## src/status_pin_pkg.sv

```systemverilog
// Package of constants and carrier types for the status and control pin logic
// ------------------------------------------------------------------
// Notes on behaviour
// No pending status: answer interrupt request NAK
// Pending status: return exactly two bytes
// Byte0 gpio bits, byte1 speed and power
// Non-input gpio reported as zero
// Gpio direction/default loaded from config bytes
// Host may rewrite gpio settings at run time
// System must hold request low for buttons
// Media input honoured only when enabled
// Config bit 1 picks media input polarity
// No media: sense 0x3a, qualifier 0x00
// Media returns: report 0x28 once at query
// Removable is master, fixed drive slave
// Drive scan skipped when scan bit clear
// Low power pin: zero awake, released suspended
// Vbus loss plus bit 4 floats ata pins
// Sample vbus gate at start, every 20 ms
// Ata pullup: zero idle, one active, floats
// Pullup and budget pins may become inputs
// Budget asserted normally, dropped in low power
// Small package: budget only when bus powered
// Power select taken only at reset
// Serial port busy at startup for config
// Power select one: 0xfa bus, zero: 0x01 self
// Pull-up needs vbus and media enable or drive
// Cfg bit 7: pullup pin read as gpio2
// Latch pending on request, clear when delivered
// ------------------------------------------------------------------
package status_pin_pkg;
  // Register offsets of the command port
  localparam logic [3:0] OFF_CFG08 = 4'h0;
  localparam logic [3:0] OFF_GPIO_DIR = 4'h1;
  localparam logic [3:0] OFF_GPIO_OUT = 4'h2;
  localparam logic [3:0] OFF_CTRL = 4'h3;
  localparam logic [3:0] OFF_STATUS = 4'h4;
  localparam logic [3:0] OFF_SENSE = 4'h5;
  localparam logic [3:0] OFF_DESC = 4'h6;
  localparam logic [3:0] OFF_SENSE_ACK = 4'h7;
  // Config byte 0x08 field positions
  localparam int CFG_MEDIA_EN = 0;
  localparam int CFG_MEDIA_POL = 1;
  localparam int CFG_ATA_TRI = 4;
  localparam int CFG_DRIVE_SCAN = 6;
  localparam int CFG_PUEN_GPIO = 7;
  // Control register field positions
  localparam int CTL_SUSPEND = 0;
  localparam int CTL_ATA_ACTIVE = 1;
  localparam int CTL_DRIVE_FOUND = 2;
  localparam int CTL_HIGH_SPEED = 3;
  localparam int CTL_SMALL_PKG = 4;
  localparam int CTL_BUDGET_GPIO = 5;
  localparam int CTL_CFG_LOAD = 6;
  // Reset values
  localparam logic [7:0] CFG08_RST = 8'h00;
  localparam logic [7:0] GPIO_DIR_RST = 8'h00;
  localparam logic [7:0] GPIO_OUT_RST = 8'h00;
  localparam logic [7:0] CTRL_RST = 8'h00;
  // Status word layout
  localparam int GPIO_W = 6;
  localparam int SW_BUS_PWR = 8;
  localparam int SW_HIGH_SPEED = 9;
  // Sense codes
  localparam logic [7:0] ASC_NO_MEDIA = 8'h3a;
  localparam logic [7:0] ASC_CHANGED = 8'h28;
  localparam logic [7:0] ASC_NONE = 8'h00;
  localparam logic [7:0] ASQ_ZERO = 8'h00;
  // Descriptor power values
  localparam logic [7:0] MAXPWR_BUS = 8'hfa;
  localparam logic [7:0] MAXPWR_SELF = 8'h01;
  // Timing
  localparam int CLK_MHZ = 250;
  localparam int VBUS_POLL_MS = 20;
  localparam int VBUS_POLL_CYC = VBUS_POLL_MS * 1000 * CLK_MHZ;
  localparam int EEPROM_MS = 5;
  localparam int EEPROM_CYC = EEPROM_MS * 1000 * CLK_MHZ;
  localparam int SCL_HALF_CYC = 1250;

  typedef struct packed {
    logic [5:0] reserved_hi;
    logic high_speed;
    logic bus_powered;
    logic [1:0] reserved_lo;
    logic [5:0] gpio;
  } status_word_t;

  typedef struct packed {
    logic [7:0] asc;
    logic [7:0] asq;
  } sense_t;

  typedef enum logic [2:0] {
    EP_IDLE = 3'b001,
    EP_BYTE0 = 3'b010,
    EP_BYTE1 = 3'b100
  } ep_state_t;
endpackage

```

## src/status_pin_logic.sv

```systemverilog
// Status word assembly and system control pin logic of the bridge
`timescale 1ns/1ps
module status_pin_logic #(
  parameter int VBUS_POLL_CYCLES = status_pin_pkg::VBUS_POLL_CYC,
  parameter int EEPROM_CYCLES = status_pin_pkg::EEPROM_CYC
) (
  input wire logic clk_i,
  input wire logic rst_i,
  // Register port
  input wire logic [3:0] addr_i,
  input wire logic [15:0] wdata_i,
  input wire logic wr_i,
  input wire logic rd_i,
  output logic [15:0] rdata_o,
  // Interrupt endpoint towards the USB engine
  input wire logic ep_req_i,
  output logic ep_nak_o,
  output logic ep_valid_o,
  output logic [7:0] ep_data_o,
  output logic ep_last_o,
  // System pins
  input wire logic system_interrupt_request_i,
  input wire logic media_present_input_i,
  input wire logic vbus_present_gate_i,
  input wire logic power_source_select_i,
  input wire logic [5:0] gpio_in_i,
  output logic [5:0] gpio_out_o,
  output logic [5:0] gpio_oe_o,
  output logic low_power_indicator_n_o,
  output logic low_power_indicator_n_oe_o,
  input wire logic ata_pullup_enable_i,
  output logic ata_pullup_enable_o,
  output logic ata_pullup_enable_oe_o,
  input wire logic current_budget_n_i,
  output logic current_budget_n_o,
  output logic current_budget_n_oe_o,
  output logic ata_drive_oe_o,
  output logic dplus_pullup_o,
  output logic startup_drive_scan_o,
  output logic eeprom_scl_o,
  output logic eeprom_scl_oe_o,
  output logic [7:0] max_power_o,
  output logic self_powered_o
);
  import status_pin_pkg::*;

  // ------------------------------------------------------------------
  // Configuration registers
  // ------------------------------------------------------------------
  logic [7:0] cfg08_q;
  logic [7:0] gpio_dir_q;
  logic [7:0] gpio_out_q;
  logic [7:0] ctrl_q;
  logic ep_sent;
  logic sense_ack;
  ep_state_t ep_q;

  // Byte 0x08 image and gpio settings; written at load time and by the host later
  always_ff @(posedge clk_i)
  begin
    if (rst_i)
    begin
      cfg08_q <= CFG08_RST;
      gpio_dir_q <= GPIO_DIR_RST;
      gpio_out_q <= GPIO_OUT_RST;
      ctrl_q <= CTRL_RST;
    end
    else if (wr_i)
    begin
      case (addr_i)
        OFF_CFG08: cfg08_q <= wdata_i[7:0];
        OFF_GPIO_DIR: gpio_dir_q <= wdata_i[7:0];
        OFF_GPIO_OUT: gpio_out_q <= wdata_i[7:0];
        OFF_CTRL: ctrl_q <= wdata_i[7:0];
        default: ;
      endcase
    end
  end

  // Direction bit one marks an input; outputs drive default levels
  always_comb
  begin
    gpio_oe_o = ~gpio_dir_q[5:0];
    gpio_out_o = gpio_out_q[5:0];
  end

  // ------------------------------------------------------------------
  // Power source, latched once on leaving reset
  // ------------------------------------------------------------------
  logic pwr_taken_q;
  logic bus_pwr_q;

  // Strap caught on the first clock after release, never under reset
  always_ff @(posedge clk_i)
  begin
    if (rst_i)
      pwr_taken_q <= 1'b0;
    else
      pwr_taken_q <= 1'b1;
  end

  always_ff @(posedge clk_i)
  begin
    if (!rst_i && !pwr_taken_q)
      bus_pwr_q <= power_source_select_i;
  end

  // Hosts never re-poll the descriptor, so later changes are ignored
  always_ff @(posedge clk_i)
  begin
    if (rst_i)
    begin
      max_power_o <= MAXPWR_SELF;
      self_powered_o <= 1'b1;
    end
    else if (!pwr_taken_q)
    begin
      max_power_o <= power_source_select_i ? MAXPWR_BUS : MAXPWR_SELF;
      self_powered_o <= ~power_source_select_i;
    end
  end

  // ------------------------------------------------------------------
  // Startup serial port activity and vbus polling
  // ------------------------------------------------------------------
  logic [31:0] boot_cnt_q;
  logic [15:0] scl_cnt_q;
  logic scl_q;
  logic booting;

  assign booting = boot_cnt_q != 32'h0;

  // Serial clock toggles during the configuration read window only
  always_ff @(posedge clk_i)
  begin
    if (rst_i)
    begin
      boot_cnt_q <= 32'(EEPROM_CYCLES);
      scl_cnt_q <= 16'h0;
      scl_q <= 1'b1;
    end
    else if (booting)
    begin
      boot_cnt_q <= boot_cnt_q - 32'h1;
      if (scl_cnt_q == 16'(SCL_HALF_CYC - 1))
      begin
        scl_cnt_q <= 16'h0;
        scl_q <= ~scl_q;
      end
      else
        scl_cnt_q <= scl_cnt_q + 16'h1;
    end
    else
      scl_q <= 1'b1;
  end

  // Open-drain: drive only a low level, pull-up makes the high
  assign eeprom_scl_o = 1'b0;
  assign eeprom_scl_oe_o = booting && !scl_q;

  logic [31:0] poll_cnt_q;
  logic vbus_q;

  // First sample right after reset, then once per poll period
  always_ff @(posedge clk_i)
  begin
    if (rst_i)
    begin
      poll_cnt_q <= 32'h0;
      vbus_q <= 1'b0;
    end
    else if (poll_cnt_q == 32'h0)
    begin
      vbus_q <= vbus_present_gate_i;
      poll_cnt_q <= 32'(VBUS_POLL_CYCLES - 1);
    end
    else
      poll_cnt_q <= poll_cnt_q - 32'h1;
  end

  // Pull-up waits for vbus and either media detection enabled or a fixed drive
  always_ff @(posedge clk_i)
  begin
    if (rst_i)
      dplus_pullup_o <= 1'b0;
    else
      dplus_pullup_o <= vbus_q && !booting
        && (cfg08_q[CFG_MEDIA_EN] || ctrl_q[CTL_DRIVE_FOUND]);
  end

  // Scan request; the drive engine treats a removable as master and fixed as slave
  assign startup_drive_scan_o = cfg08_q[CFG_DRIVE_SCAN] && !booting;

  // ------------------------------------------------------------------
  // Pin drivers
  // ------------------------------------------------------------------
  logic ata_float;
  assign ata_float = !vbus_q && cfg08_q[CFG_ATA_TRI];
  // When not floated the ata engine drives its inactive levels
  assign ata_drive_oe_o = !ata_float;

  assign low_power_indicator_n_o = 1'b0;
  assign low_power_indicator_n_oe_o = !ctrl_q[CTL_SUSPEND];

  assign ata_pullup_enable_o = ctrl_q[CTL_ATA_ACTIVE];
  assign ata_pullup_enable_oe_o = !ata_float && !cfg08_q[CFG_PUEN_GPIO];

  // Budget pin is active low; small package shows it only when bus powered
  assign current_budget_n_o = ctrl_q[CTL_SUSPEND];
  assign current_budget_n_oe_o = !ctrl_q[CTL_BUDGET_GPIO]
    && (!ctrl_q[CTL_SMALL_PKG] || bus_pwr_q);

  // ------------------------------------------------------------------
  // Status word
  // ------------------------------------------------------------------
  status_word_t sw;
  logic [5:0] gpio_level;

  // Pullup pin replaces gpio2 when it is an input; budget pin replaces gpio1
  always_comb
  begin
    gpio_level = gpio_in_i;
    if (cfg08_q[CFG_PUEN_GPIO])
      gpio_level[2] = ata_pullup_enable_i;
    if (ctrl_q[CTL_BUDGET_GPIO])
      gpio_level[1] = current_budget_n_i;
    sw = '0;
    sw.gpio = gpio_level & gpio_dir_q[5:0];
    sw.high_speed = ctrl_q[CTL_HIGH_SPEED];
    sw.bus_powered = bus_pwr_q;
  end

  // ------------------------------------------------------------------
  // Interrupt endpoint
  // ------------------------------------------------------------------
  logic pend_q;
  logic [15:0] snap_q;

  // Request sets pending; set wins over the clear of a finished delivery
  always_ff @(posedge clk_i)
  begin
    if (rst_i)
      pend_q <= 1'b0;
    else if (system_interrupt_request_i)
      pend_q <= 1'b1;
    else if (ep_sent)
      pend_q <= 1'b0;
  end

  assign ep_sent = ep_q == EP_BYTE1;
  assign ep_nak_o = ep_req_i && ep_q == EP_IDLE && !pend_q;

  // Two byte payload, low byte first
  always_ff @(posedge clk_i)
  begin
    if (rst_i)
    begin
      ep_q <= EP_IDLE;
      snap_q <= 16'h0;
    end
    else
    begin
      case (ep_q)
        EP_IDLE:
          if (ep_req_i && pend_q)
          begin
            snap_q <= sw;
            ep_q <= EP_BYTE0;
          end
        EP_BYTE0: ep_q <= EP_BYTE1;
        EP_BYTE1: ep_q <= EP_IDLE;
        default: ep_q <= EP_IDLE;
      endcase
    end
  end

  always_comb
  begin
    ep_valid_o = ep_q != EP_IDLE;
    ep_last_o = ep_q == EP_BYTE1;
    ep_data_o = ep_q == EP_BYTE1 ? snap_q[15:8] : (ep_q == EP_BYTE0 ? snap_q[7:0] : 8'h00);
  end

  // ------------------------------------------------------------------
  // Removable media sense
  // ------------------------------------------------------------------
  logic media_on;
  logic changed_q;
  sense_t sense;

  // Polarity bit one means active high
  assign media_on = media_present_input_i == cfg08_q[CFG_MEDIA_POL];

  // Media changed flag: set on absence, cleared when the host reads it once present
  always_ff @(posedge clk_i)
  begin
    if (rst_i)
      changed_q <= 1'b0;
    else if (cfg08_q[CFG_MEDIA_EN] && !media_on)
      changed_q <= 1'b1;
    else if (sense_ack)
      changed_q <= 1'b0;
  end

  assign sense_ack = rd_i && addr_i == OFF_SENSE_ACK;

  always_comb
  begin
    sense.asq = ASQ_ZERO;
    if (cfg08_q[CFG_MEDIA_EN] && !media_on)
      sense.asc = ASC_NO_MEDIA;
    else if (changed_q)
      sense.asc = ASC_CHANGED;
    else
      sense.asc = ASC_NONE;
  end

  // ------------------------------------------------------------------
  // Read data, one cycle after the strobe
  // ------------------------------------------------------------------
  always_ff @(posedge clk_i)
  begin
    if (rst_i)
      rdata_o <= 16'h0;
    else if (rd_i)
    begin
      case (addr_i)
        OFF_CFG08: rdata_o <= {8'h00, cfg08_q};
        OFF_GPIO_DIR: rdata_o <= {8'h00, gpio_dir_q};
        OFF_GPIO_OUT: rdata_o <= {8'h00, gpio_out_q};
        OFF_CTRL: rdata_o <= {8'h00, ctrl_q};
        OFF_STATUS: rdata_o <= sw;
        OFF_SENSE, OFF_SENSE_ACK: rdata_o <= sense;
        OFF_DESC: rdata_o <= {7'h00, self_powered_o, max_power_o};
        default: rdata_o <= 16'h0;
      endcase
    end
  end
endmodule // status_pin_logic

```

## config.mk

```make
export PLATFORM = sky130hd
export DESIGN_NAME = status_pin_logic
export DESIGN_NICKNAME = d
export VERILOG_FILES = /design/src/status_pin_pkg.sv /design/src/status_pin_logic.sv
export SDC_FILE = /design/constraint.sdc
export NUM_CORES = 1
export LEC_CHECK = 0
export ABC_CLOCK_PERIOD_IN_PS = 3100
export BUFFER_PORTS_ARGS = -buffer_cell sky130_fd_sc_hd__clkbuf_2
export CAP_MARGIN = 20
export CELL_PAD_IN_SITES_DETAIL_PLACEMENT = 1
export CELL_PAD_IN_SITES_GLOBAL_PLACEMENT = 2
export CORE_MARGIN = 2
export CORE_UTILIZATION = 34
export CTS_CLUSTER_SIZE = 14
export DETAILED_ROUTE_END_ITERATION = 8
export PLACE_DENSITY_LB_ADDON = 0.1
export SYNTH_ARGS = -nofsm -noshare
export SYNTH_HDL_FRONTEND = slang
export SYNTH_SLANG_ARGS = --single-unit
```

## constraint.sdc

```tcl
create_clock -name clk_i -period 3.1 [get_ports clk_i]
set_clock_uncertainty 0.1 [all_clocks]
set_input_delay 0.155 -clock clk_i [delete_from_list [all_inputs] [get_ports clk_i]]
set_output_delay 0.155 -clock clk_i [all_outputs]
set_load 0.005 [all_outputs]
```

Word-level counts from Yosys, hierarchy flattened:

Cells that the tools add are included.

* ROM bits: 0
* memories kept: 0
* output and inout port bits: 59
* input bits: 37
* word-level logic and storage cells: 99
* bits in writable memories: 0
* bits in latches: 0
* flip-flop bits (word level): 155

* add/subtract/negate cells: 3
* div/mod/pow operators: 0
* equal/unequal tests: 14
* reduce and logical (&&, ||, !) cells: 40
* $mul: 0
* bitwise gates (word level): 5
* $lt $le $gt $ge: 0
* muxes and demuxes: 17
* shifts and indexed selects: 0

Operator list (count)
* 16-bit one-hot mux with 7 select lines: 1
* 32-bit by 1-bit subtractor with 32-bit output, second input constant: 2
* 32-bit logical NOT: 1
* 32-bit nonzero test: 1
* 6-bit 2-to-1 mux: 4
* 23-bit 2-to-1 mux: 1
* 16-bit by 1-bit adder with 16-bit output, second input constant: 1
* 16-bit by 11-bit == test with 1-bit output, second input constant: 1
* 4-bit by 3-bit == test with 1-bit output, second input constant: 4
* 16-bit 2-to-1 mux: 1
* 1-bit logical AND: 13
* 1-bit logical NOT: 12
* 2-bit AND reduction: 5
* 4-bit by 2-bit == test with 1-bit output, second input constant: 2
* 8-bit 2-to-1 mux: 1
* 1-bit 2-to-1 mux: 7
* 6-bit AND: 1
* 6-bit NOT: 1
* 3-bit one-hot mux with 2 select lines: 1
* 2-bit OR reduction: 3
* 4-bit by 1-bit == test with 1-bit output, second input constant: 1
* 4-bit logical NOT: 1
* 2-bit nonzero test: 2
* 3-bit by 1-bit == test with 1-bit output, second input constant: 1
* other kinds (8): 11

Logic depth before layout (Yosys ltp):

Gate-level depths: netlist of the first run.

* depth after elaboration: 5
* gate-level depth with buffers: 10
* depth with buffers taken out: 7

Least setup slack after synthesis of the first run:

Ideal clock, no wire load.

* path type: flip-flop to flip-flop
* from: register poll_cnt_q[28]
* to: register poll_cnt_q[24]
* buffers on the path: 2
* setup time: 115 ps
* arrival time: 2074 ps
* setup slack: 811 ps
* cell stages (with the launch flop): 8
* data required time: 2885 ps
* period minus slack after synthesis: 2289 ps
* path through: dfxtp_1 > or4_4 > or3_4 > or4_4 > buf_6 > nand2_8 > buf_12 > nor2_1

* cells in the longest elaborated chain, start to end: 2

RTL lines
* from (decl): line status_pin_logic.sv:161 `logic [31:0] poll_cnt_q;`
* from (signal assigned): line status_pin_logic.sv:175 `poll_cnt_q <= 32'(VBUS_POLL_CYCLES - 1);`
* from (signal assigned): line status_pin_logic.sv:178 `poll_cnt_q <= poll_cnt_q - 32'h1;`
* 32-bit logical NOT: line status_pin_logic.sv:172 `else if (poll_cnt_q == 32'h0)`
* 2-bit OR reduction (no line)

Every way passes these cells.
A chain may end at the register's enable or synchronous reset.

Worst setup path after layout of the first run:

* from: register boot_cnt_q[0]
* to: output startup_drive_scan_o

* cells in the longest elaborated chain, start to end: 3

RTL lines
* from (decl): line status_pin_logic.sv:126 `logic [31:0] boot_cnt_q;`
* from (signal assigned): line status_pin_logic.sv:138 `boot_cnt_q <= 32'(EEPROM_CYCLES);`
* from (signal assigned): line status_pin_logic.sv:144 `boot_cnt_q <= boot_cnt_q - 32'h1;`
* 32-bit nonzero test: line status_pin_logic.sv:131 `assign booting = boot_cnt_q != 32'h0;`
* 1-bit logical NOT: line status_pin_logic.sv:192 `assign startup_drive_scan_o = cfg08_q[CFG_DRIVE_SCAN] && !booting;`
* 1-bit logical AND: line status_pin_logic.sv:192
* to (decl): line status_pin_logic.sv:39 `output logic startup_drive_scan_o,`

Every way passes these cells.

==> results of run 1 <==
final timing paths:
path	from	end
worst min register to register	snap_q[3]$_SDFFE_PP0P_	snap_q[3]$_SDFFE_PP0P_
worst min-delay path	media_present_input_i	changed_q$_SDFFE_PP0P_
worst max-delay path	boot_cnt_q[0]$_SDFFE_PP0P_	startup_drive_scan_o
worst max register to register	boot_cnt_q[0]$_SDFFE_PP0P_	boot_cnt_q[14]$_SDFFE_PP0P_
critical path: cells and delay by family (launching register included):
kind | cells | cell delay (ns)
fa+ha+maj | 1 | 0.19
buf+inv | 3 | 0.39
flops | 1 | 0.32
simple gates | 4 | 1.13
through the flow:
stage	power (mW)	utilization, %	area [µm²]
2_1_floorplan	3.36	-	6820
3_3_place_gp	3.66	37.8	7380
6_report	5.73	41.5	8100
4_1_cts	5.81	41.5	8100
5_1_grt	6.08	41.5	8100
3_5_place_dp	3.75	37.8	7380
per-layer routing:
layer / up-vias / track usage [%]
li1: 2944 / -
met1: 2931 / 22.9
met2: 76 / 33.4
met3: 18 / 4.29
met4: 0 / 5.83
met5: - / 0
cell type report:
class | count | share of cell area (%)
Multi-Input combinational cell | 570 | 43.1
Sequential cell | 144 | 35.7
Clock buffer | 21 | 5.81
Clock inverter | 11 | 1.30
Tap cell | 265 | 4.09
Timing Repair Buffer | 115 | 8.86
Inverter | 25 | 1.16
report_power, final:
| part | switching [mW] | internal, mW | total [mW] | leakage [nW] |
|---|---|---|---|---|
| registers | 0.216 | 2.07 | 2.28 | 1.17 |
| clock network | 0.843 | 1.17 | 2.02 | 0.272 |
| logic | 0.788 | 0.638 | 1.43 | 1.73 |
repair_timing:
| action | CTS | global route |
|---|---|---|
| setup buffers | 0 | 0 |
| hold buffers | 15 | 0 |
| endpoints found under the hold margin | 41 | 0 |
cell usage after synthesis (6+ instances only):
| master | number |
|---|---|
| sky130_fd_sc_hd__mux2i_1 | 39 |
| sky130_fd_sc_hd__nand4_1 | 11 |
| sky130_fd_sc_hd__o31ai_1 | 6 |
| sky130_fd_sc_hd__a21oi_1 | 50 |
| sky130_fd_sc_hd__nor2b_1 | 10 |
| sky130_fd_sc_hd__dfxtp_1 | 143 |
| sky130_fd_sc_hd__and2_1 | 8 |
| sky130_fd_sc_hd__a31oi_1 | 9 |
| sky130_fd_sc_hd__buf_1 | 8 |
| sky130_fd_sc_hd__or3_1 | 10 |
| sky130_fd_sc_hd__clkbuf_1 | 25 |
| sky130_fd_sc_hd__nand2b_1 | 6 |
| sky130_fd_sc_hd__inv_1 | 24 |
| sky130_fd_sc_hd__nor4_1 | 17 |
| sky130_fd_sc_hd__o41ai_1 | 7 |
| sky130_fd_sc_hd__nand3_1 | 29 |
| sky130_fd_sc_hd__xnor2_1 | 36 |
| sky130_fd_sc_hd__nand2_1 | 55 |
| sky130_fd_sc_hd__nor2_1 | 129 |
| sky130_fd_sc_hd__o211ai_1 | 11 |
| sky130_fd_sc_hd__a211oi_1 | 8 |
| sky130_fd_sc_hd__nor3_1 | 26 |
| sky130_fd_sc_hd__o21ai_0 | 22 |
| sky130_fd_sc_hd__buf_2 | 6 |
| sky130_fd_sc_hd__buf_4 | 21 |
state kept, by name (all words and copies together), names as in the netlist:
register,flops
boot_cnt_q,32
poll_cnt_q,32
scl_cnt_q,16
rdata_o,12
cfg08_q,8
ctrl_q,8
gpio_dir_q,8
gpio_out_q,8
snap_q,8
ep_q,3
max_power_o,2
bus_pwr_q,1
changed_q,1
dplus_pullup_o,1
pend_q,1
pwr_taken_q,1
scl_q,1
vbus_q,1
layout by cell type (no fill, tap or decap), types with 6 or more instances in the layout:
cell                            count
sky130_fd_sc_hd__conb_1             8
sky130_fd_sc_hd__buf_4             21
sky130_fd_sc_hd__o211ai_1          11
sky130_fd_sc_hd__and2_1             8
sky130_fd_sc_hd__nand3_1           29
sky130_fd_sc_hd__a211oi_1           8
sky130_fd_sc_hd__nand2b_1           6
sky130_fd_sc_hd__o41ai_1            7
sky130_fd_sc_hd__nor2b_1           10
sky130_fd_sc_hd__clkbuf_2          78
sky130_fd_sc_hd__dlygate4sd3_1     15
sky130_fd_sc_hd__xnor2_1           36
sky130_fd_sc_hd__nor2_1           129
sky130_fd_sc_hd__a21oi_1           50
sky130_fd_sc_hd__clkbuf_16         17
sky130_fd_sc_hd__inv_1             24
sky130_fd_sc_hd__nand4_1           11
sky130_fd_sc_hd__o31ai_1            6
sky130_fd_sc_hd__a31oi_1            9
sky130_fd_sc_hd__or3_1             10
sky130_fd_sc_hd__nor4_1            17
sky130_fd_sc_hd__nor3_1            26
sky130_fd_sc_hd__o21ai_0           22
sky130_fd_sc_hd__nand2_1           55
sky130_fd_sc_hd__dfxtp_1          143
sky130_fd_sc_hd__mux2i_1           39
kinds of logic (layout without fill, tap and decap cells):
kind of cell / count (synthesis) / count (layout) / synth area share, %
muxes: 48 / 48 / 7.90
AOI/OAI and AO/OA: 129 / 129 / 11.9
adders and majority gates: 4 / 4 / 0.737
xor gates and xnor gates: 41 / 41 / 5.28
buffers and inverters: 87 / 172 / 6.43
and+or+nand+nor: 340 / 340 / 25.1
other: 1 / 8 / 0.0552
DFF: 144 / 144 / 42.6
==> impl_summary.log, run 1 <==
[metrics] outcome: finished clean
[metrics] number of enable-type register cells in the synthesized netlist: 1
[metrics] pin count of the biggest net entering global routing: 84
[metrics] top metal layer carrying routed signals: met4
[metrics] final sum of negative setup slack: 0 ns
[metrics] Post-Synthesis Cells: 794
[metrics] total number of placement rows: 51
[metrics] number of gates given a new drive strength after cts: 0
[metrics] H-tree levels: 4
[metrics] area occupied by multi-input gates: 3490 µm²
[metrics] Floorplan Core Area: between 15000 and 20000 µm²
[metrics] count of distinct cell types in the synthesized netlist: 59
[metrics] sequential cell area fraction in the yosys report: 42.6%
[metrics] fraction of layout cells with a size suffix above 1: 17.3%
[metrics] unrepaired setup endpoints after global routing: false
[metrics] critical path startpoint category: register
[metrics] biggest area contributors in the synthesized netlist: sky130_fd_sc_hd__dfxtp_1 (42%), sky130_fd_sc_hd__nor2_1 (7.1%), sky130_fd_sc_hd__mux2i_1 (5.7%), sky130_fd_sc_hd__xnor2_1 (4.6%), sky130_fd_sc_hd__a21oi_1 (3.7%)
[metrics] Post-Route M1 WL: around 9000 µm
[metrics] TritonCTS Buffers: 17
[metrics] final setup violating endpoints: 0
[metrics] number of stages on the worst hold path: 4
[metrics] overall global routing resource usage: 18.9%
[metrics] maximum fanout count along the critical path: 36
[metrics] number of routed nets with antenna violations: 0
[metrics] proportion of netlist area held by the largest area contributor: 42.1%
[metrics] # IOs: 96
[metrics] mean instance size in the synthesized netlist: 8.56 µm²
[metrics] largest voltage drop on the vdd net: 341 µV
[metrics] overall routed net length: slightly below 20000 µm
[metrics] Critical Path Max Stage Delay: 0.42 ns
[metrics] wire length of the first global-routing pass: 32400 µm
[metrics] routed len/inst: 17.0 µm
[metrics] vias in the first global route: 6347
[metrics] antenna violations before repair: 0
[metrics] worst hold margin: just over 0.03 ns
[metrics] Detail Route met3 WL: 515 µm
[metrics] chip height: around 150 µm
[metrics] final critical path time including I/O delays and setup: 2.71 ns
[metrics] Clk pin slew, worst setup/hold paths: 0.07 ns
[metrics] total via count in the routed design: 5969
[metrics] final hold vios: 0
[metrics] Achievable Freq: 0.369 GHz
[metrics] worst setup slack before clock tree synthesis: between 0.4 and 0.5 ns
[metrics] max-slew headroom at the worst pin: 38.6%
[metrics] data arrival at the endpoint of the critical path: 2.46 ns
[metrics] global placer's final weighted congestion: between 0.7 and 0.8
[metrics] Mapped Area: ~6800 µm²
[metrics] slew at the pin closest to its max-slew limit: 0.921 ns
[metrics] CTS Root Buffer Type: sky130_fd_sc_hd__clkbuf_16
[metrics] cells on worst reg2reg path: 7
[metrics] # clock sinks: 144
[metrics] GR Overflow Total: 0
[metrics] reported leakage power: ~3.2 nW
[metrics] overall die area: about 21000 µm²
[metrics] antenna fix cells: 0
[metrics] routed wl met2: 9810 µm
[metrics] ratio of final minimum period to clock period: 87.5%
[metrics] IO buf count: 79
[metrics] crit-path cells: inv_1, ha_1, nor4b_2, and2_1, and3_1, buf_12, and2_1, clkbuf_2
[metrics] effective utilization at floorplan: 34.8%
[metrics] Worst path slowest cell: sky130_fd_sc_hd__nor4b_2
[metrics] layout-stage area growth over the synthesis result: 19.3%
[metrics] number of standard cells in the layout, taps in and fillers out: around 1200
[metrics] synthesized flop and latch total: 144
[metrics] prevailing post-synth register cell: sky130_fd_sc_hd__dfxtp_1
[metrics] async set-or-reset flop fraction in the synthesized netlist: 0%
[metrics] Critical Path End Type: output port
[metrics] library cell occupying the most area in the post-synthesis netlist: sky130_fd_sc_hd__dfxtp_1
[metrics] Min-Delay Path Class: input pin to register
[metrics] yosys warns: 0
[metrics] final layout net count: 914
[metrics] fill count: 2357
[metrics] post-layout worst setup margin: 0.388 ns
[metrics] half-perimeter wire length of the detailed placement result: around 14000 µm
[metrics] number of detailed-route iterations in the first pass: 4
[metrics] starting DRC count in detailed routing: 226
[metrics] cell with the most instances on the worst path: sky130_fd_sc_hd__and2_1
[metrics] DR vias/cell: between 5 and 6
[metrics] area taken by flip-flops and latches: 2890 µm²
[metrics] category of the critical setup timing path: register to output port
[metrics] Maximum Capacitance Violations: 0
[metrics] Req. time, crit path: 2.84 ns
[metrics] number of remaining DRC errors: 0
[metrics] CTS tree: done
[metrics] Die Width: between 100 and 150 µm
[metrics] dpl cells: 1104
[metrics] worst-case register-to-register setup slack: 0.54 ns
[metrics] total power divided by cell area: 706 nW/µm²
[metrics] final count of pins violating max slew: 0
[metrics] Clk Latency, worst-skew pair: 0.43 ns
[metrics] maximum root-to-sink buffer count: 2
No activity file was read; power rests on OpenSTA's default activity.
==> run 2, diff against run 1 <==
--- a/config.mk
+++ b/config.mk
@@ -14,7 +14,7 @@
 export CORE_UTILIZATION = 34
 export CTS_CLUSTER_SIZE = 14
 export DETAILED_ROUTE_END_ITERATION = 8
-export PLACE_DENSITY_LB_ADDON = 0.1
+export PLACE_DENSITY = 0.83
 export SYNTH_ARGS = -nofsm -noshare
 export SYNTH_HDL_FRONTEND = slang
 export SYNTH_SLANG_ARGS = --single-unit
==> run 2 against run 1 <==
Die area stayed put. Core utilization is 0.12 points higher. Global-route usage is 1.9 points lower. Hold slack worse by 0.0031 ns. Fmax is 1.7% higher.
==> impl_summary.log, run 2 (same netlist as run 1, synthesis figures left out) <==
[metrics] overall routed net length: 17800 µm
[metrics] final critical path time including I/O delays and setup: around 2.7 ns
[metrics] number of gates given a new drive strength after cts: 0
[metrics] layout-stage area growth over the synthesis result: 19.6%
[metrics] IO buf count: 79
[metrics] category of the critical setup timing path: register to output port
[metrics] effective utilization at floorplan: 34.8%
[metrics] number of remaining DRC errors: 0
[metrics] Clk Latency, worst-skew pair: 0.43 ns
[metrics] most frequent cells in the layout: sky130_fd_sc_hd__dfxtp_1 (143), sky130_fd_sc_hd__nor2_1 (129), sky130_fd_sc_hd__clkbuf_2 (78), sky130_fd_sc_hd__nand2_1 (55), sky130_fd_sc_hd__a21oi_1 (50)
[metrics] H-tree levels: 4
[metrics] dpl cells: 1106
[metrics] Critical Path End Type: output port
[metrics] Floorplan Core Area: 19500 µm²
[metrics] global placer's final weighted congestion: 0.756
[metrics] final hold vios: 0
[metrics] total power divided by cell area: 707 nW/µm²
[metrics] vias in the first global route: 5840
[metrics] pin count of the biggest net entering global routing: 56
[metrics] final layout net count: between 900 and 1000
[metrics] post-layout worst setup margin: roughly 0.44 ns
[metrics] number of standard cells in the layout, taps in and fillers out: 1153
[metrics] hold_buf cts: 15
[metrics] DR vias/cell: 5.08
[metrics] maximum fanout count along the critical path: 14
[metrics] antenna fix cells: 0
[metrics] GR Overflow Total: 0
[metrics] fill count: 2355
[metrics] CTS tree: done
[metrics] worst setup slack before clock tree synthesis: between 0.4 and 0.5 ns
[metrics] final setup violating endpoints: 0
[metrics] largest registers: boot_cnt_q x32, poll_cnt_q x32, scl_cnt_q x16
[metrics] largest voltage drop on the vdd net: 402 µV
[metrics] overall die area: around 21000 µm²
[metrics] Clk pin slew, worst setup/hold paths: 0.06 ns
[metrics] ratio of final minimum period to clock period: 86.0%
[metrics] starting DRC count in detailed routing: about 270
[metrics] antenna violations before repair: 0
[metrics] CTS Root Buffer Type: sky130_fd_sc_hd__clkbuf_16
[metrics] Min-Delay Path Class: input pin to register
[metrics] number of detailed-route iterations in the first pass: 4
[metrics] post-CTS setup buffer count: 0
[metrics] half-perimeter wire length of the detailed placement result: 12300 µm
[metrics] slew at the pin closest to its max-slew limit: 0.698 ns
[metrics] max-slew headroom at the worst pin: 53.1%
[metrics] Req. time, crit path: 2.84 ns
[metrics] leading cell type in the layout, fill and taps excluded: sky130_fd_sc_hd__dfxtp_1
[metrics] # clock sinks: around 140
[metrics] fraction of layout cells with a size suffix above 1: 17.6%
[metrics] final sum of negative setup slack: 0 ns
[metrics] number of routed nets with antenna violations: 0
[metrics] total number of placement rows: 51
[metrics] critical path startpoint category: register
[metrics] Achievable Freq: 0.375 GHz
[metrics] total via count in the routed design: 5863
[metrics] worst-case register-to-register setup slack: 0.48 ns
[metrics] wire length of the first global-routing pass: 29500 µm
[metrics] data arrival at the endpoint of the critical path: between 2 and 2.5 ns
[metrics] TritonCTS Buffers: 17
[metrics] maximum root-to-sink buffer count: 2
[metrics] reported leakage power: 3.19 nW
[metrics] Die Width: ~150 µm
[metrics] fraction of the core area covered by cells at the end of the flow: 41.6%
[metrics] # IOs: between 90 and 100
[metrics] unrepaired setup endpoints after global routing: false
[metrics] Maximum Capacitance Violations: 0
[metrics] routed len/inst: about 15 µm
[metrics] chip height: 145 µm
[metrics] overall global routing resource usage: 17.0%
[metrics] final count of pins violating max slew: 0
[metrics] outcome: finished clean
[run 2: changes by cell type in the layout (fill, tap and decap cells not counted)]
cell,change
sky130_fd_sc_hd__bufinv_16,+2
sky130_fd_sc_hd__buf_4,+3
sky130_fd_sc_hd__clkinv_4,+2
sky130_fd_sc_hd__inv_6,-2
sky130_fd_sc_hd__clkbuf_1,-1
sky130_fd_sc_hd__clkinv_2,+4
sky130_fd_sc_hd__buf_12,-1
sky130_fd_sc_hd__clkinvlp_4,-2
sky130_fd_sc_hd__clkbuf_8,-3
[run 2: stage by stage]
| step | hold WS (ns) | total power, mW | instance area, µm² |
|---|---|---|---|
| 6_report | 0.0275 | 5.75 | 8130 |
| 5_1_grt | 0.0525 | 6.12 | 8130 |
| 4_1_cts | 0.0157 | 5.82 | 8130 |
| 3_5_place_dp | 0.258 | 3.71 | 7380 |
| 3_3_place_gp | 0.258 | 3.68 | 7380 |
| 2_1_floorplan | 0.154 | 3.36 | 6820 |
[run 2: layout make-up]
class	count	area [µm²]	share of cell area, %
Inverter	25	93.8	1.15
Clock buffer	17	425	5.23
Clock inverter	15	170	2.09
Tap cell	265	332	4.08
Multi-Input combinational cell	570	3490	43.0
Timing Repair Buffer	117	721	8.87
Sequential cell	144	2890	35.6
[run 2: power by group]
group          internal [mW]  switching (mW)  leakage, nW
Combinational          0.639           0.761         1.73
Sequential              2.07           0.208         1.17
Clock                   1.26           0.815        0.292
Total                   3.97            1.78         3.19
[run 2: path summary, 6_finish.rpt]
path / start / end / cells after the start
min reg2reg: snap_q[4]$_SDFFE_PP0P_ / snap_q[4]$_SDFFE_PP0P_ / 2
max: boot_cnt_q[0]$_SDFFE_PP0P_ / startup_drive_scan_o / 8
max reg2reg: boot_cnt_q[8]$_SDFFE_PP0P_ / boot_cnt_q[29]$_SDFFE_PP0P_ / 6
min: addr_i[3] / rdata_o[8]$_SDFFE_PP0P_ / 4
[run 2: worst max-delay path, cell delays in order (launching register included)]
cell                       delay, ns
sky130_fd_sc_hd__dfxtp_1        0.32
sky130_fd_sc_hd__inv_1          0.08
sky130_fd_sc_hd__ha_1           0.20
sky130_fd_sc_hd__nor4b_2        0.43
sky130_fd_sc_hd__and2_1         0.28
sky130_fd_sc_hd__and3_1         0.19
sky130_fd_sc_hd__buf_4          0.21
sky130_fd_sc_hd__and2_1         0.16
sky130_fd_sc_hd__clkbuf_2       0.11
[run 2: routing by layer]
layer  GRT usage (%)  wire length (µm)  vias to the layer above
met1            21.7              8510                     2811
li1                -                 -                     2946
met4            5.64               259                        0
met2            28.6              8390                       91
met3            3.82               652                       15
met5               0                 0                        -
==> run 3, diff against run 2 <==
--- a/config.mk
+++ b/config.mk
@@ -5,16 +5,17 @@
 export SDC_FILE = /design/constraint.sdc
 export NUM_CORES = 1
 export LEC_CHECK = 0
+export ABC_AREA = 1
 export ABC_CLOCK_PERIOD_IN_PS = 3100
 export BUFFER_PORTS_ARGS = -buffer_cell sky130_fd_sc_hd__clkbuf_2
 export CAP_MARGIN = 20
 export CELL_PAD_IN_SITES_DETAIL_PLACEMENT = 1
 export CELL_PAD_IN_SITES_GLOBAL_PLACEMENT = 2
 export CORE_MARGIN = 2
-export CORE_UTILIZATION = 34
+export CORE_UTILIZATION = 32
 export CTS_CLUSTER_SIZE = 14
 export DETAILED_ROUTE_END_ITERATION = 8
-export PLACE_DENSITY = 0.83
+export PLACE_DENSITY = 0.88
 export SYNTH_ARGS = -nofsm -noshare
 export SYNTH_HDL_FRONTEND = slang
 export SYNTH_SLANG_ARGS = --single-unit
==> run 3 against run 2 <==
Global-route usage increased by 2.0 points. Combinational power rose by 56%. Critical endpoint is now eeprom_scl_oe_o. Largest power group unchanged. Register-to-register slack better by 0.44 ns.
==> impl_summary.log, run 3 <==
[metrics] outcome: finished clean
[metrics] leading cell type in the layout, fill and taps excluded: sky130_fd_sc_hd__nand2_1
[metrics] largest voltage drop on the vdd net: around 330 µV
[metrics] final critical path time including I/O delays and setup: approximately 2.6 ns
[metrics] most frequent cells in the layout: sky130_fd_sc_hd__nand2_1 (286), sky130_fd_sc_hd__nor2_1 (207), sky130_fd_sc_hd__dfxtp_1 (143), sky130_fd_sc_hd__inv_1 (139), sky130_fd_sc_hd__a21oi_1 (83)
[metrics] Combinational Power Share: 32.4%
[metrics] clock group share of total power: 33.6%
[metrics] starting DRC count in detailed routing: 301
[metrics] critical path startpoint category: register
[metrics] CTS Root Buffer Type: sky130_fd_sc_hd__clkbuf_16
[metrics] vias in the first global route: 7485
[metrics] fill count: approximately 3000
[metrics] # clock sinks: 144
[metrics] count of distinct cell types in the synthesized netlist: 39
[metrics] worst-case register-to-register setup slack: approximately 0.92 ns
[metrics] final hold vios: 0
[metrics] yosys warns: 0
[metrics] maximum root-to-sink buffer count: 2
[metrics] number of routed nets with antenna violations: 0
[metrics] routed len/inst: 14.6 µm
[metrics] total number of placement rows: between 50 and 60
[metrics] unrepaired setup endpoints after global routing: false
[metrics] maximum fanout count along the critical path: 25
[metrics] dominant cell by count in the synthesized netlist: sky130_fd_sc_hd__nand2_1
[metrics] Post-Synthesis Cells: 1171
[metrics] DR vias/cell: 4.76
[metrics] total internal power: 4.12 mW
[metrics] antenna violations before repair: 0
[metrics] Min-Delay Path Class: input pin to register
[metrics] antenna fix cells: 0
[metrics] reported leakage power: 3.91 nW
[metrics] Die Width: 158 µm
[metrics] effective utilization at floorplan: 32.5%
[metrics] number of enable-type register cells in the synthesized netlist: 1
[metrics] number of remaining DRC errors: 0
[metrics] # IOs: 96
[metrics] Floorplan Core Area: 23300 µm²
[metrics] category of the critical setup timing path: register to output port
[metrics] library cell occupying the most area in the post-synthesis netlist: sky130_fd_sc_hd__dfxtp_1
[metrics] layout-stage area growth over the synthesis result: 18.2%
[metrics] Mapped Area: ~7600 µm²
[metrics] top cell types by occurrence after synthesis: sky130_fd_sc_hd__nand2_1 (286), sky130_fd_sc_hd__nor2_1 (207), sky130_fd_sc_hd__dfxtp_1 (143), sky130_fd_sc_hd__inv_1 (139), sky130_fd_sc_hd__a21oi_1 (83)
[metrics] slew at the pin closest to its max-slew limit: 0.635 ns
[metrics] largest registers: boot_cnt_q x32, poll_cnt_q x32, scl_cnt_q x16
[metrics] post-CTS setup buffer count: 0
[metrics] final layout net count: 1289
[metrics] TritonCTS Buffers: 17
[metrics] Req. time, crit path: between 2 and 3 ns
[metrics] total power divided by cell area: 751 nW/µm²
[metrics] area taken by flip-flops and latches: 2890 µm²
[metrics] Critical Path End Type: output port
[metrics] prevailing post-synth register cell: sky130_fd_sc_hd__dfxtp_1
[metrics] final sum of negative setup slack: 0 ns
[metrics] data arrival at the endpoint of the critical path: around 2.4 ns
[metrics] mean instance size in the synthesized netlist: 6.47 µm²
[metrics] overall routed net length: about 23000 µm
[metrics] Seq pwr share: roughly 34%
[metrics] Clk Latency, worst-skew pair: 0.44 ns
[metrics] Maximum Capacitance Violations: 0
[metrics] post-layout worst setup margin: 0.482 ns
[metrics] overall die area: 24900 µm²
[metrics] H-tree levels: 4
[metrics] wire length of the first global-routing pass: 37700 µm
[metrics] chip height: around 160 µm
[metrics] pin count of the biggest net entering global routing: 45
[metrics] Clk pin slew, worst setup/hold paths: 0.08 ns
[metrics] global placer's final weighted congestion: 0.810
[metrics] proportion of netlist area held by the largest area contributor: 37.8%
[metrics] area occupied by multi-input gates: 3860 µm²
[metrics] half-perimeter wire length of the detailed placement result: 17200 µm
[metrics] ratio of final minimum period to clock period: between 80 and 90%
[metrics] final setup violating endpoints: 0
[metrics] number of detailed-route iterations in the first pass: 4
[metrics] synthesized flop and latch total: 144
[metrics] Achievable Freq: approximately 0.38 GHz
[metrics] overall global routing resource usage: between 10% and 20%
[metrics] final count of pins violating max slew: 0
[metrics] post-layout power: 6.72 mW
[metrics] CTS tree: done
[metrics] fraction of power spent switching nets: between 30% and 40%
[metrics] biggest area contributors in the synthesized netlist: sky130_fd_sc_hd__dfxtp_1 (38%), sky130_fd_sc_hd__nand2_1 (14%), sky130_fd_sc_hd__nor2_1 (10%), sky130_fd_sc_hd__inv_1 (6.9%), sky130_fd_sc_hd__a21oi_1 (5.5%)
[metrics] GR Overflow Total: 0
[metrics] sequential cell area fraction in the yosys report: 38.2%
[metrics] worst setup slack before clock tree synthesis: 0.890 ns
[metrics] NetSw: 2.60 mW
[metrics] max-slew headroom at the worst pin: a little under three fifths
[metrics] IO buf count: 79
[metrics] total via count in the routed design: 7520
[metrics] fraction of layout cells with a size suffix above 1: 11.9%
[metrics] async set-or-reset flop fraction in the synthesized netlist: 0%
[run 3: cell types whose count changed in the layout (fill, tap and decap cells not counted), moves of 14 or more]
cell                      delta
sky130_fd_sc_hd__inv_1     +115
sky130_fd_sc_hd__buf_4      -14
sky130_fd_sc_hd__nor4_1     -16
sky130_fd_sc_hd__xnor2_1    -24
sky130_fd_sc_hd__a21oi_1    +33
sky130_fd_sc_hd__nand3_1    +47
sky130_fd_sc_hd__o21ai_0    +41
sky130_fd_sc_hd__mux2i_1    -39
sky130_fd_sc_hd__nand2_1   +231
sky130_fd_sc_hd__nor2_1     +78
[run 3: cell families (layout without fill, tap and decap cells)]
logic type      after synthesis  after routing  synth area share [%]
flops                       144            144                  38.2
xor+xnor                     29             29                  3.35
other cells                   1              8                0.0495
buf+inv                     196            279                  11.2
simple gates                631            631                  34.8
compound gates              166            166                  11.8
fa+ha+maj                     4              4                 0.661
[run 3: layout make-up]
| type | count | area share, % |
|---|---|---|
| sequential | 144 | 32.3 |
| clock inverter | 15 | 2.32 |
| clock buffer | 17 | 4.75 |
| tap | 319 | 4.46 |
| multi-input combinational | 838 | 43.1 |
| timing repair buffer | 105 | 7.05 |
| inverter | 142 | 5.98 |
[run 3: power by group through the flow]
stage	sequential [mW]	clock, mW	combinational [mW]
finish	2.28	2.26	2.18
global route	2.31	2.38	2.53
CTS	2.29	2.30	2.21
detailed placement	2.33	0	2.18
global placement	2.32	0	2.11
floorplan	2.27	0	1.66
[run 3: path summary, 6_finish.rpt]
| check | start | cells after the start | to |
|---|---|---|---|
| worst min-delay path | wr_i | 3 | ctrl_q[6]$_SDFFE_PP0P_ |
| worst min register to register | poll_cnt_q[0]$_SDFF_PP0_ | 1 | poll_cnt_q[0]$_SDFF_PP0_ |
| worst max-delay path | boot_cnt_q[0]$_SDFFE_PP0P_ | 10 | eeprom_scl_oe_o |
| worst max register to register | boot_cnt_q[0]$_SDFFE_PP0P_ | 10 | scl_cnt_q[9]$_SDFFE_PP0P_ |
[run 3: critical path: stages (launching register included)]
cell                       delay (ns)
sky130_fd_sc_hd__dfxtp_1         0.33
sky130_fd_sc_hd__inv_1           0.12
sky130_fd_sc_hd__ha_1            0.33
sky130_fd_sc_hd__nand2_2         0.14
sky130_fd_sc_hd__nor2_4          0.18
sky130_fd_sc_hd__nand2_1         0.09
sky130_fd_sc_hd__inv_2           0.07
sky130_fd_sc_hd__nand2_4         0.17
sky130_fd_sc_hd__inv_4           0.30
sky130_fd_sc_hd__nor2_1          0.08
sky130_fd_sc_hd__clkbuf_2        0.11
[run 3: timing repair]
item                                   in CTS  in global routing
gates resized for setup                     0                  0
hold buffers                               16                  0
endpoints found under the hold margin      39                  0
[run 3: per-layer routing]
metal  vias up  wire length [µm]  GRT usage [%]
met5         -                 0              0
li1       3832                 -              -
met1      3576             11100           25.0
met2        94             11100           32.8
met4         0               195           4.33
met3        18               625           3.09
[run 3: stage by stage]
| stage | util [%] | area, µm² | hold WS (ns) | cells |
|---|---|---|---|---|
| 2_1_floorplan | - | 7600 | 0.154 | 1178 |
| 3_3_place_gp | 35.0 | 8160 | 0.254 | 1532 |
| 3_5_place_dp | 35.0 | 8160 | 0.253 | 1532 |
| 4_1_cts | 38.4 | 8950 | 0.00494 | 1580 |
| 5_1_grt | 38.4 | 8950 | 0.0193 | 1580 |
| 6_report | 38.4 | 8950 | 0.0113 | 1580 |
